--- src/design/acr_pkg.sv ---
/*
  acr_pkg: offsets, field positions and reset values of the converter
  configuration register slice.
  assumes: byte-wide registers on a plain address/strobe port.
*/
package acr_pkg;
  localparam int ADDR_W = 8;
  localparam int DATA_W = 8;

  // register offsets
  localparam logic [7:0] OFS_REFERENCE_SOURCE = 8'h38;
  localparam logic [7:0] OFS_MARKER_INPUT     = 8'h3b;
  localparam logic [7:0] OFS_LANE_EMPHASIS    = 8'h48;
  localparam logic [7:0] OFS_PLL_PUMP         = 8'h4f;
  localparam logic [7:0] OFS_INPUT_SELECT     = 8'h60;
  localparam logic [7:0] OFS_CALIBRATION_RUN  = 8'h61;

  // reset values
  localparam logic [7:0] RST_REFERENCE_SOURCE = 8'h00;
  localparam logic [7:0] RST_MARKER_INPUT     = 8'h00;
  localparam logic [7:0] RST_LANE_EMPHASIS    = 8'h00;
  localparam logic [7:0] RST_PLL_PUMP         = 8'h13;
  localparam logic [7:0] RST_INPUT_SELECT     = 8'h01;
  localparam logic [7:0] RST_CALIBRATION_RUN  = 8'h01;

  // field positions
  localparam int BIT_REF_BYPASS    = 0;
  localparam int BIT_STAMP_RECV    = 0;
  localparam int BIT_STAMP_LVPECL  = 1;
  localparam int PE_LSB            = 0;
  localparam int PE_W              = 3;
  localparam int BIT_PE_BOOST      = 3;
  localparam int CP_LSB            = 0;
  localparam int CP_W              = 3;
  localparam int BIT_DUAL_SWAP     = 4;
  localparam int SRC_LSB           = 0;
  localparam int SRC_W             = 2;
  localparam int BIT_CAL_RUN       = 0;

  // single channel source codes
  localparam logic [1:0] SRC_RESERVED   = 2'h0;
  localparam logic [1:0] SRC_INPUT_A    = 2'h1;
  localparam logic [1:0] SRC_INPUT_B    = 2'h2;
  localparam logic [1:0] SRC_INTERLEAVE = 2'h3;

  localparam logic [7:0] READ_UNMAPPED  = 8'h00;
endpackage : acr_pkg

--- src/design/acr_cfg_reg.sv ---
/*
  acr_cfg_reg: one byte-wide read/write register with reset value.
  assumes: write strobe already decoded for this register.
*/
`timescale 1ns/1ps
`default_nettype none
module acr_cfg_reg #(
  parameter int         W       = 8,
  parameter logic [7:0] RST_VAL = 8'h00
) (
  // clock and reset
  input  wire logic         sys_clk_i,
  input  wire logic         rst_i,
  // write side
  input  wire logic         wr_i,
  input  wire logic [W-1:0] wdata_i,
  // stored value
  output logic      [W-1:0] q_o
);
  // reserved bits are kept too, they just steer nothing
  always_ff @(posedge sys_clk_i) begin
    if (rst_i) begin
      q_o <= RST_VAL[W-1:0];
    end else if (wr_i) begin
      q_o <= wdata_i;
    end
  end
endmodule : acr_cfg_reg
`default_nettype wire

--- src/design/acr_regs.sv ---
/*
  acr_regs: converter configuration register slice with decoded
  control outputs for reference, marker input, serializer, pll and
  input multiplexer, plus calibration run control.
  assumes: single clock, synchronous reset, plain strobe port master
  that never issues read and write in the same cycle.
*/
`timescale 1ns/1ps
`default_nettype none
module acr_regs
  import acr_pkg::*;
#(
  parameter int LANES = 16
) (
  // clock and reset
  input  wire logic              sys_clk_i,
  input  wire logic              rst_i,
  // register port
  input  wire logic [ADDR_W-1:0] addr_i,
  input  wire logic [DATA_W-1:0] wdata_i,
  input  wire logic              wr_i,
  input  wire logic              rd_i,
  output logic      [DATA_W-1:0] rdata_o,
  // device mode from the link setup
  input  wire logic              single_mode_i,
  // reference and marker input
  output logic                   reference_bypass_o,
  output logic                   stamp_receiver_enable_o,
  output logic                   stamp_lvpecl_select_o,
  // serializer lanes
  output logic [LANES*PE_W-1:0]  lane_preemphasis_o,
  output logic [LANES-1:0]       preemphasis_boost_o,
  // pll
  output logic [CP_W-1:0]        charge_pump_current_o,
  // applied input routing
  output logic                   dual_swap_o,
  output logic [SRC_W-1:0]       single_source_o,
  // calibration
  output logic                   cal_run_o,
  output logic                   cal_divider_reset_o
);

  typedef enum logic [1:0] {
    ACR_CAL_HOLD = 2'b01,
    ACR_CAL_RUN  = 2'b10
  } acr_cal_state_t;

  logic [DATA_W-1:0] ref_q;
  logic [DATA_W-1:0] mark_q;
  logic [DATA_W-1:0] pe_q;
  logic [DATA_W-1:0] cp_q;
  logic [DATA_W-1:0] mux_q;
  logic [DATA_W-1:0] cal_q;
  logic [DATA_W-1:0] next_rdata;
  acr_cal_state_t    cal_state;
  acr_cal_state_t    next_cal_state;

  // one storage register per offset
  acr_cfg_reg #(.W(DATA_W), .RST_VAL(RST_REFERENCE_SOURCE)) u_ref (
    .sys_clk_i (sys_clk_i),
    .rst_i     (rst_i),
    .wr_i      (wr_i && addr_i == OFS_REFERENCE_SOURCE),
    .wdata_i   (wdata_i),
    .q_o       (ref_q)
  );
  acr_cfg_reg #(.W(DATA_W), .RST_VAL(RST_MARKER_INPUT)) u_mark (
    .sys_clk_i (sys_clk_i),
    .rst_i     (rst_i),
    .wr_i      (wr_i && addr_i == OFS_MARKER_INPUT),
    .wdata_i   (wdata_i),
    .q_o       (mark_q)
  );
  acr_cfg_reg #(.W(DATA_W), .RST_VAL(RST_LANE_EMPHASIS)) u_pe (
    .sys_clk_i (sys_clk_i),
    .rst_i     (rst_i),
    .wr_i      (wr_i && addr_i == OFS_LANE_EMPHASIS),
    .wdata_i   (wdata_i),
    .q_o       (pe_q)
  );
  acr_cfg_reg #(.W(DATA_W), .RST_VAL(RST_PLL_PUMP)) u_cp (
    .sys_clk_i (sys_clk_i),
    .rst_i     (rst_i),
    .wr_i      (wr_i && addr_i == OFS_PLL_PUMP),
    .wdata_i   (wdata_i),
    .q_o       (cp_q)
  );
  acr_cfg_reg #(.W(DATA_W), .RST_VAL(RST_INPUT_SELECT)) u_mux (
    .sys_clk_i (sys_clk_i),
    .rst_i     (rst_i),
    .wr_i      (wr_i && addr_i == OFS_INPUT_SELECT),
    .wdata_i   (wdata_i),
    .q_o       (mux_q)
  );
  acr_cfg_reg #(.W(DATA_W), .RST_VAL(RST_CALIBRATION_RUN)) u_cal (
    .sys_clk_i (sys_clk_i),
    .rst_i     (rst_i),
    .wr_i      (wr_i && addr_i == OFS_CALIBRATION_RUN),
    .wdata_i   (wdata_i),
    .q_o       (cal_q)
  );

  // read mux, answer the cycle after the strobe only
  always_comb begin
    next_rdata = READ_UNMAPPED;
    if (rd_i) begin
      case (addr_i)
        OFS_REFERENCE_SOURCE: next_rdata = ref_q;
        OFS_MARKER_INPUT:     next_rdata = mark_q;
        OFS_LANE_EMPHASIS:    next_rdata = pe_q;
        OFS_PLL_PUMP:         next_rdata = cp_q;
        OFS_INPUT_SELECT:     next_rdata = mux_q;
        OFS_CALIBRATION_RUN:  next_rdata = cal_q;
        default:              next_rdata = READ_UNMAPPED;
      endcase
    end
  end

  always_ff @(posedge sys_clk_i) begin
    if (rst_i) begin
      rdata_o <= READ_UNMAPPED;
    end else begin
      rdata_o <= next_rdata;
    end
  end

  // reference and marker controls
  always_ff @(posedge sys_clk_i) begin
    if (rst_i) begin
      reference_bypass_o      <= RST_REFERENCE_SOURCE[BIT_REF_BYPASS];
      stamp_receiver_enable_o <= RST_MARKER_INPUT[BIT_STAMP_RECV];
      stamp_lvpecl_select_o   <= RST_MARKER_INPUT[BIT_STAMP_LVPECL];
    end else begin
      reference_bypass_o      <= ref_q[BIT_REF_BYPASS];
      stamp_receiver_enable_o <= mark_q[BIT_STAMP_RECV];
      // lvpecl select only matters once the receiver is on
      stamp_lvpecl_select_o   <= mark_q[BIT_STAMP_LVPECL];
    end
  end

  // serializer and pll, one common setting fanned to every lane
  always_ff @(posedge sys_clk_i) begin
    if (rst_i) begin
      lane_preemphasis_o    <= {LANES{RST_LANE_EMPHASIS[PE_LSB +: PE_W]}};
      preemphasis_boost_o   <= {LANES{RST_LANE_EMPHASIS[BIT_PE_BOOST]}};
      charge_pump_current_o <= RST_PLL_PUMP[CP_LSB +: CP_W];
    end else begin
      lane_preemphasis_o    <= {LANES{pe_q[PE_LSB +: PE_W]}};
      preemphasis_boost_o   <= {LANES{pe_q[BIT_PE_BOOST]}};
      // maximum code is the overrange setting software may pick
      charge_pump_current_o <= cp_q[CP_LSB +: CP_W];
    end
  end

  // calibration run control
  always_comb begin
    next_cal_state = cal_state;
    case (cal_state)
      ACR_CAL_HOLD: begin
        if (cal_q[BIT_CAL_RUN]) begin
          next_cal_state = ACR_CAL_RUN;
        end
      end
      ACR_CAL_RUN: begin
        if (!cal_q[BIT_CAL_RUN]) begin
          next_cal_state = ACR_CAL_HOLD;
        end
      end
      default: next_cal_state = ACR_CAL_HOLD;
    endcase
  end

  always_ff @(posedge sys_clk_i) begin
    if (rst_i) begin
      cal_state           <= ACR_CAL_RUN;
      cal_run_o           <= RST_CALIBRATION_RUN[BIT_CAL_RUN];
      cal_divider_reset_o <= ~RST_CALIBRATION_RUN[BIT_CAL_RUN];
    end else begin
      cal_state           <= next_cal_state;
      cal_run_o           <= (next_cal_state == ACR_CAL_RUN);
      cal_divider_reset_o <= (next_cal_state == ACR_CAL_HOLD);
    end
  end

  // routing is latched only when a calibration starts, so a mux write
  // during a run changes nothing until software recalibrates
  logic cal_start;
  assign cal_start = (cal_state == ACR_CAL_HOLD) &&
                     (next_cal_state == ACR_CAL_RUN);

  always_ff @(posedge sys_clk_i) begin
    if (rst_i) begin
      dual_swap_o     <= RST_INPUT_SELECT[BIT_DUAL_SWAP];
      single_source_o <= RST_INPUT_SELECT[SRC_LSB +: SRC_W];
    end else if (cal_start) begin
      // each field applies only in its own kind of mode
      if (!single_mode_i) begin
        dual_swap_o <= mux_q[BIT_DUAL_SWAP];
      end
      if (single_mode_i) begin
        single_source_o <= mux_q[SRC_LSB +: SRC_W];
      end
    end
  end

  // assertions
  property p_ref_bypass;
    @(posedge sys_clk_i) disable iff (rst_i)
      reference_bypass_o == $past(ref_q[BIT_REF_BYPASS]);
  endproperty
  a_ref_bypass: assert property (p_ref_bypass)
    else $error("reference bypass output wrong");

  property p_stamp;
    @(posedge sys_clk_i) disable iff (rst_i)
      (wr_i && addr_i == OFS_MARKER_INPUT) |-> ##2
        stamp_receiver_enable_o == $past(wdata_i[BIT_STAMP_RECV], 2) &&
        stamp_lvpecl_select_o == $past(wdata_i[BIT_STAMP_LVPECL], 2);
  endproperty
  a_stamp: assert property (p_stamp)
    else $error("marker controls do not follow write");

  property p_lanes;
    @(posedge sys_clk_i) disable iff (rst_i)
      (wr_i && addr_i == OFS_LANE_EMPHASIS) |-> ##2
        lane_preemphasis_o[(LANES-1)*PE_W +: PE_W] ==
          $past(wdata_i[PE_LSB +: PE_W], 2) &&
        preemphasis_boost_o[LANES-1] == $past(wdata_i[BIT_PE_BOOST], 2);
  endproperty
  a_lanes: assert property (p_lanes)
    else $error("lane emphasis not applied");

  property p_pump;
    @(posedge sys_clk_i) disable iff (rst_i)
      (wr_i && addr_i == OFS_PLL_PUMP) |-> ##2
        charge_pump_current_o == $past(wdata_i[CP_LSB +: CP_W], 2);
  endproperty
  a_pump: assert property (p_pump)
    else $error("pump current not applied");

  property p_route_hold;
    @(posedge sys_clk_i) disable iff (rst_i)
      !$past(cal_start) |-> $stable(dual_swap_o) && $stable(single_source_o);
  endproperty
  a_route_hold: assert property (p_route_hold)
    else $error("routing changed without calibration");

  property p_swap_single;
    @(posedge sys_clk_i) disable iff (rst_i)
      single_mode_i |=> $stable(dual_swap_o);
  endproperty
  a_swap_single: assert property (p_swap_single)
    else $error("swap changed in single mode");

  property p_src_dual;
    @(posedge sys_clk_i) disable iff (rst_i)
      !single_mode_i |=> $stable(single_source_o);
  endproperty
  a_src_dual: assert property (p_src_dual)
    else $error("source changed in dual mode");

  property p_cal;
    @(posedge sys_clk_i) disable iff (rst_i)
      (wr_i && addr_i == OFS_CALIBRATION_RUN) |-> ##2
        cal_run_o == $past(wdata_i[BIT_CAL_RUN], 2) &&
        cal_divider_reset_o == !cal_run_o;
  endproperty
  a_cal: assert property (p_cal)
    else $error("calibration run not following enable");

  property p_read_back;
    @(posedge sys_clk_i) disable iff (rst_i)
      (rd_i && addr_i == OFS_PLL_PUMP && !wr_i) |=> rdata_o == cp_q;
  endproperty
  a_read_back: assert property (p_read_back)
    else $error("read data wrong");

  // read data must fall back to zero, or a stale byte could be taken
  property p_rdata_idle;
    @(posedge sys_clk_i) disable iff (rst_i)
      !rd_i |=> rdata_o == READ_UNMAPPED;
  endproperty
  a_rdata_idle: assert property (p_rdata_idle)
    else $error("read data not cleared after read");

  // every lane carries the same copy, not only the top one
  property p_lane_copies;
    @(posedge sys_clk_i) disable iff (rst_i)
      lane_preemphasis_o == {LANES{lane_preemphasis_o[PE_W-1:0]}} &&
      preemphasis_boost_o == {LANES{preemphasis_boost_o[0]}};
  endproperty
  a_lane_copies: assert property (p_lane_copies)
    else $error("lanes disagree on pre-emphasis");

  property p_div_follows_run;
    @(posedge sys_clk_i) disable iff (rst_i)
      cal_divider_reset_o == !cal_run_o;
  endproperty
  a_div_follows_run: assert property (p_div_follows_run)
    else $error("divider reset not opposite to calibration run");

  property p_swap_applied;
    @(posedge sys_clk_i) disable iff (rst_i)
      (cal_start && !single_mode_i) |=>
        dual_swap_o == $past(mux_q[BIT_DUAL_SWAP]);
  endproperty
  a_swap_applied: assert property (p_swap_applied)
    else $error("swap not taken at calibration start");

  property p_src_applied;
    @(posedge sys_clk_i) disable iff (rst_i)
      (cal_start && single_mode_i) |=>
        single_source_o == $past(mux_q[SRC_LSB +: SRC_W]);
  endproperty
  a_src_applied: assert property (p_src_applied)
    else $error("source not taken at calibration start");

  // no disable here: this one exists to watch the reset itself
  property p_reset_values;
    @(posedge sys_clk_i)
      rst_i |=> cal_run_o == RST_CALIBRATION_RUN[BIT_CAL_RUN] &&
        charge_pump_current_o == RST_PLL_PUMP[CP_LSB +: CP_W] &&
        single_source_o == RST_INPUT_SELECT[SRC_LSB +: SRC_W] &&
        rdata_o == READ_UNMAPPED;
  endproperty
  a_reset_values: assert property (p_reset_values)
    else $error("outputs not at reset values");

  c_cal_restart: cover property (@(posedge sys_clk_i) disable iff (rst_i)
    cal_start);
  c_swap: cover property (@(posedge sys_clk_i) disable iff (rst_i)
    $rose(dual_swap_o));
  c_interleave: cover property (@(posedge sys_clk_i) disable iff (rst_i)
    single_source_o == SRC_INTERLEAVE);
  c_pump_max: cover property (@(posedge sys_clk_i) disable iff (rst_i)
    charge_pump_current_o == 3'h7);

endmodule : acr_regs
`default_nettype wire

--- config.mk ---
export PLATFORM = sky130hd
export DESIGN_NAME = acr_regs
export DESIGN_NICKNAME = d
export VERILOG_FILES = /design/src/design/acr_pkg.sv /design/src/design/acr_cfg_reg.sv /design/src/design/acr_regs.sv
export SDC_FILE = /design/constraint.sdc
export NUM_CORES = 1
export LEC_CHECK = 0
export BUFFER_PORTS_ARGS = -buffer_cell sky130_fd_sc_hd__buf_2
export CAP_MARGIN = 10
export CORE_MARGIN = 1.5
export CORE_UTILIZATION = 51
export DETAILED_ROUTE_END_ITERATION = 12
export GPL_ROUTABILITY_DRIVEN = 0
export HOLD_SLACK_MARGIN = 0.03
export PLACE_DENSITY = 0.82
export SLEW_MARGIN = 20
export SYNTH_ARGS = -nofsm -noshare
export SYNTH_HDL_FRONTEND = slang
export SYNTH_SLANG_ARGS = --single-unit
export TNS_END_PERCENT = 5
--- constraint.sdc ---
create_clock -name sys_clk_i -period 2.09 [get_ports sys_clk_i]
set_clock_uncertainty 0.05 [all_clocks]
set_input_delay 0.418 -clock sys_clk_i [delete_from_list [all_inputs] [get_ports sys_clk_i]]
set_output_delay 0.418 -clock sys_clk_i [all_outputs]
set_load 0.05 [all_outputs]
; ---- Word-level counts from Yosys, hierarchy flattened
; Index checks and enable logic that the tools add are counted.
[op_classes]
eq_ne = 10
muxes = 4
n_bitwise = 2
reduce_logical = 10
[op_table]
columns = operator, count
row1 = case mux 8 bit (6 select lines), 1
row2 = "equality test 8 x 7 -> 1 bit, second input constant", 4
row3 = "equality test 8 x 6 -> 1 bit, second input constant", 2
row4 = logical AND 1 bit, 7
row5 = "equality test 2 x 1 -> 1 bit, second input constant", 2
row6 = "equality test 2 bit, second input constant", 2
row7 = two-way mux 2 bit, 2
row8 = case mux 2 bit (2 select lines), 1
row9 = AND reduction 2 bit, 2
row10 = NOT 1 bit, 2
row11 = OR reduction 2 bit, 1
[word_totals]
ff_bits = 118
in_bits = 21

; ---- Logic depth before layout (Yosys ltp)
[logic_depth]
depth_word = 5
mapped_depth = 6

; ---- Cells and area by module
; A second synthesis with hierarchy kept.
[hier_totals]
cells_unflattened = 370
area_unflattened_um2 = 3602.2
[modules_own_cells]
columns = module, instances, cells_per_inst, area_each_um2
row1 = acr_regs, 1, 214, 1869.3
row2 = acr_cfg_reg at u_mark ..., 3, 26, 285.3
row3 = acr_cfg_reg at u_cal ..., 2, 26, 290.3
row4 = acr_cfg_reg at u_cp, 1, 26, 296.5

; ---- Least setup slack after synthesis
; No wires, ideal clock.
[synth_timing]
path_kind = register to output
from = register, netlist name lane_preemphasis_o[46]
to = output port lane_preemphasis_o[10]
arrival_time_ns = 1.159
slack_ns = 0.463
path_stages_with_launch = 2
cell_sequence = dfxtp_1 buf_4
[synth_rtl]
columns = element, line_no
row1 = "end, declared", acr_regs.sv:31  ; output logic [LANES*PE_W-1:0] lane_preemphasis_o,

; ---- Worst setup path after layout
[layout_timing]
from = register cal_state[0]
to = register single_source_o[0]
[layout_between]
elab_chain_cells = 5
word_cells_on_any_way = 8
[layout_rtl]
columns = element, line_no
row1 = "start, declared", acr_regs.sv:55  ; acr_cal_state_t cal_state;
row2 = "start signal, assigned", acr_regs.sv:178  ; cal_state <= next_cal_state;
row3 = equality test 2 bit (tied with other cells), acr_regs.sv:157  ; case (cal_state)
row4 = case mux 2 bit (2 select lines), acr_regs.sv:157
row5 = equality test 2 bit, acr_regs.sv:188  ; (next_cal_state == ACR_CAL_RUN);
row6 = logical AND 1 bit *, acr_regs.sv:187  ; assign cal_start = (cal_state == ACR_CAL_HOLD) &&
row7 = AND reduction 2 bit (no source line) *, n/a
row8 = "end signal, assigned", acr_regs.sv:193  ; single_source_o <= RST_INPUT_SELECT[SRC_LSB +: SRC_W];
row9 = "end signal, assigned", acr_regs.sv:200  ; single_source_o <= mux_q[SRC_LSB +: SRC_W];
row10 = "end, declared", acr_regs.sv:37  ; output logic [SRC_W-1:0] single_source_o,
; Every way passes the cells marked *; elsewhere a longest branch is shown, timed or not.
; A chain may end at the register's enable or synchronous reset.

==> results.cfg <==
[yosys]
synth_top_area_share_pct = 42.3
yosys-top-cells-count = dfxtp_1, buf_4, nor2_1, mux2i_1, a22o_1
synth_largest_area_cell = dfxtp_1
ys_ff_latch = 73
yosysSeqAreaShare_pct = 42.3
synth_area_um2 = 3460
netlist_instances = 354
synth-edff-count = 0
synth_nets = 377
yosys_warnings = 0
synthFlopType = dfxtp_1
synth.most_common_cell = dfxtp_1
async_reset_ff_share_pct = 0
avgSynthCellArea_um2 = 9.76
ys_types = 42
synthTopCellsByArea = dfxtp_1, buf_4, mux2i_1

[critical_path]
crit_path_cell_trace = inv_1, ha_1, nor3b_1, o2111ai_1, nor3_1, a21oi_1
path_delay_family = simple AND/OR/NAND/NOR gates
critPathMaxFanout = 6
path_buf_inv = 1
critPathMaxStageDelay_ns = 0.42
crit_path_start_kind = flop
ff2ff_path_depth = 6
critPathArrivalTime_ns = 1.87
critPathRequiredTime_ns = 2.26
worst-path-stages = 6
path_class = flop to flop
critPathSlowestCell = dfxtp_1
cp-end-kind = flop

[floorplan]
rows = 29
die_w_um = 85.3
start_util_pct = 53.5
core_area_um2 = 6460
die_area_um2 = 7280
fp.dieH_um = 85.3
io-pin-count = 104

[routing]
drt_iter0_markers = 209
drc = 15
routed_wl_mm = 7.16
routed_via_density = 5.44
dr.pass1.iters = 8
vias = 2623
drtAntennaViolNets = 0
wl_per_cell_um = 14.8

[timing]
rsz0062_at_grt = false
max_slew_margin_pct = 67.8
fmax_ghz = 0.590
setup_viol = 0
fin_crit_sh_pct = 81.1
setup_slack_ns = 0.395
tns_ns = 0
worst_slew_pin_slew_ns = 0.484
hold_viol_final = 0
finalMaxSlewViolations = 0
period_minus_slack_ns = 1.69

[cts]
cts_hold_buf = 0
cts-resized-gates = 0
cts_max_level = 3
clock_sinks = 73
clk_path_buf_depth = 2
numCtsBuffers = 9
clock_latency_ns = 0.35
cts_tree = yes
cts-root-buf = clkbuf_8
cts_setup_buffers = 0
path_clk_slew_ns = 0.07

[outcome]
violations = design-rule violations
status = finished with violations

[power]
p_leak_nw = 1.86
fin_total_pwr_mw = 2.78
irDropWorstVdd_mv = 0.499
powerDensity_nw_per_um2 = 737

[final_layout]
final_util_pct = 58.4
num_antenna_cells = 0
syn2layout_area_growth_pct = 9.16
nets = 424
drive_above_1_share_pct = 34.8
fin_area_um2 = 3770

[worst_hold_path]
min_path_cells = 2
hold_path_class = input port to flop

[place]
dp_hpwl_mm = 5.01
placed_cell_area_um2 = 3610
port_buffers = 103
dp_slack_ns = 0.225

[global_routing]
antenna_found_initial = 0
grt_pass1_wl_mm = 11.3
grt_max_degree = 38
track_usage_pct = 20.4
grt_overflow = 0
grt_pass1_vias = 2322

[job]
maxCapViolCount = 0
==> per-stage QoR <==
step,hold slack (ns),std cells
global route,0.326,482
CTS,0.315,482
detailed placement,0.421,467
finish,0.328,482
floorplan,0.383,354
global placement,0.418,467
==> sequential cells by signal, summed over array words and instances, names as in the netlist, 2 cells and up <==
| register | count |
|---|---|
| u_mux.q_o | 8 |
| u_mark.q_o | 8 |
| u_cp.q_o | 8 |
| charge_pump_current_o | 3 |
| u_cal.q_o | 8 |
| cal_state | 2 |
| u_ref.q_o | 8 |
| lane_preemphasis_o | 3 |
| u_pe.q_o | 8 |
| single_source_o | 2 |
| rdata_o | 8 |
==> path summary, 6_finish.rpt <==
kind,from,to,slack [ns]
worst max register to register,cal_state[0],single_source_o[0],0.40
worst max-delay path,cal_state[0],single_source_o[0],0.40
worst min register to register,u_cp.q_o[0],charge_pump_current_o[0],0.44
worst min-delay path,wdata_i[0],u_cp.q_o[0],0.33
==> layer usage <==
metal | part of all wire, % | global-route usage [%] | up-vias
met5 | 0 | 0 | -
met3 | 7.4 | 5.93 | 17
met2 | 48 | 33.8 | 127
met1 | 42 | 24.5 | 1222
met4 | 2.1 | 9.24 | 0
li1 | - | - | 1257
==> placed cells by master, fill, tap and decap left out, types with 4 or more instances in the layout <==
| cell type | instances |
|---|---|
| nor2_1 | 51 |
| a32oi_1 | 5 |
| a22o_1 | 16 |
| nand2_1 | 8 |
| a21oi_1 | 9 |
| mux2i_1 | 45 |
| buf_4 | 10 |
| nor2b_1 | 15 |
| a22oi_1 | 5 |
| clkbuf_8 | 10 |
| mux2_2 | 5 |
| a211o_1 | 5 |
| and2_1 | 4 |
| buf_2 | 103 |
| inv_1 | 4 |
| dfxtp_1 | 73 |
==> power breakdown <==
group / internal (mW) / total [mW] / switching, mW
registers: 1.43 / 1.46 / 0.0296
clock network: 0.453 / 0.937 / 0.484
logic: 0.138 / 0.388 / 0.250
==> area by class of cell <==
class                           count  area [um2]
Timing Repair Buffer              113         591
Tap cell                           77        96.3
Multi-Input combinational cell    200        1450
Fill cell                         554        2690
Clock buffer                       12         145
Sequential cell                    73        1460
Inverter                            4        15.0
Clock inverter                      3        17.5
==> worst register-to-register path, cell delays in order (launching register included) <==
cell,delay [ns]
dfxtp_1,0.42
inv_1,0.07
ha_1,0.25
nor3b_1,0.28
o2111ai_1,0.25
nor3_1,0.19
a21oi_1,0.05
==> cell families after synthesis <==
family	after synthesis	synth area share [%]
AO/OA/AOI/OAI	48	10.7
adder cells (fa/ha/maj)	2	0.724
buffers and inverters	81	15.9
flip-flops	73	42.3
multiplexers	50	14.7
AND/OR/NAND/NOR	100	15.8
(Power assumes the default switching activity.)
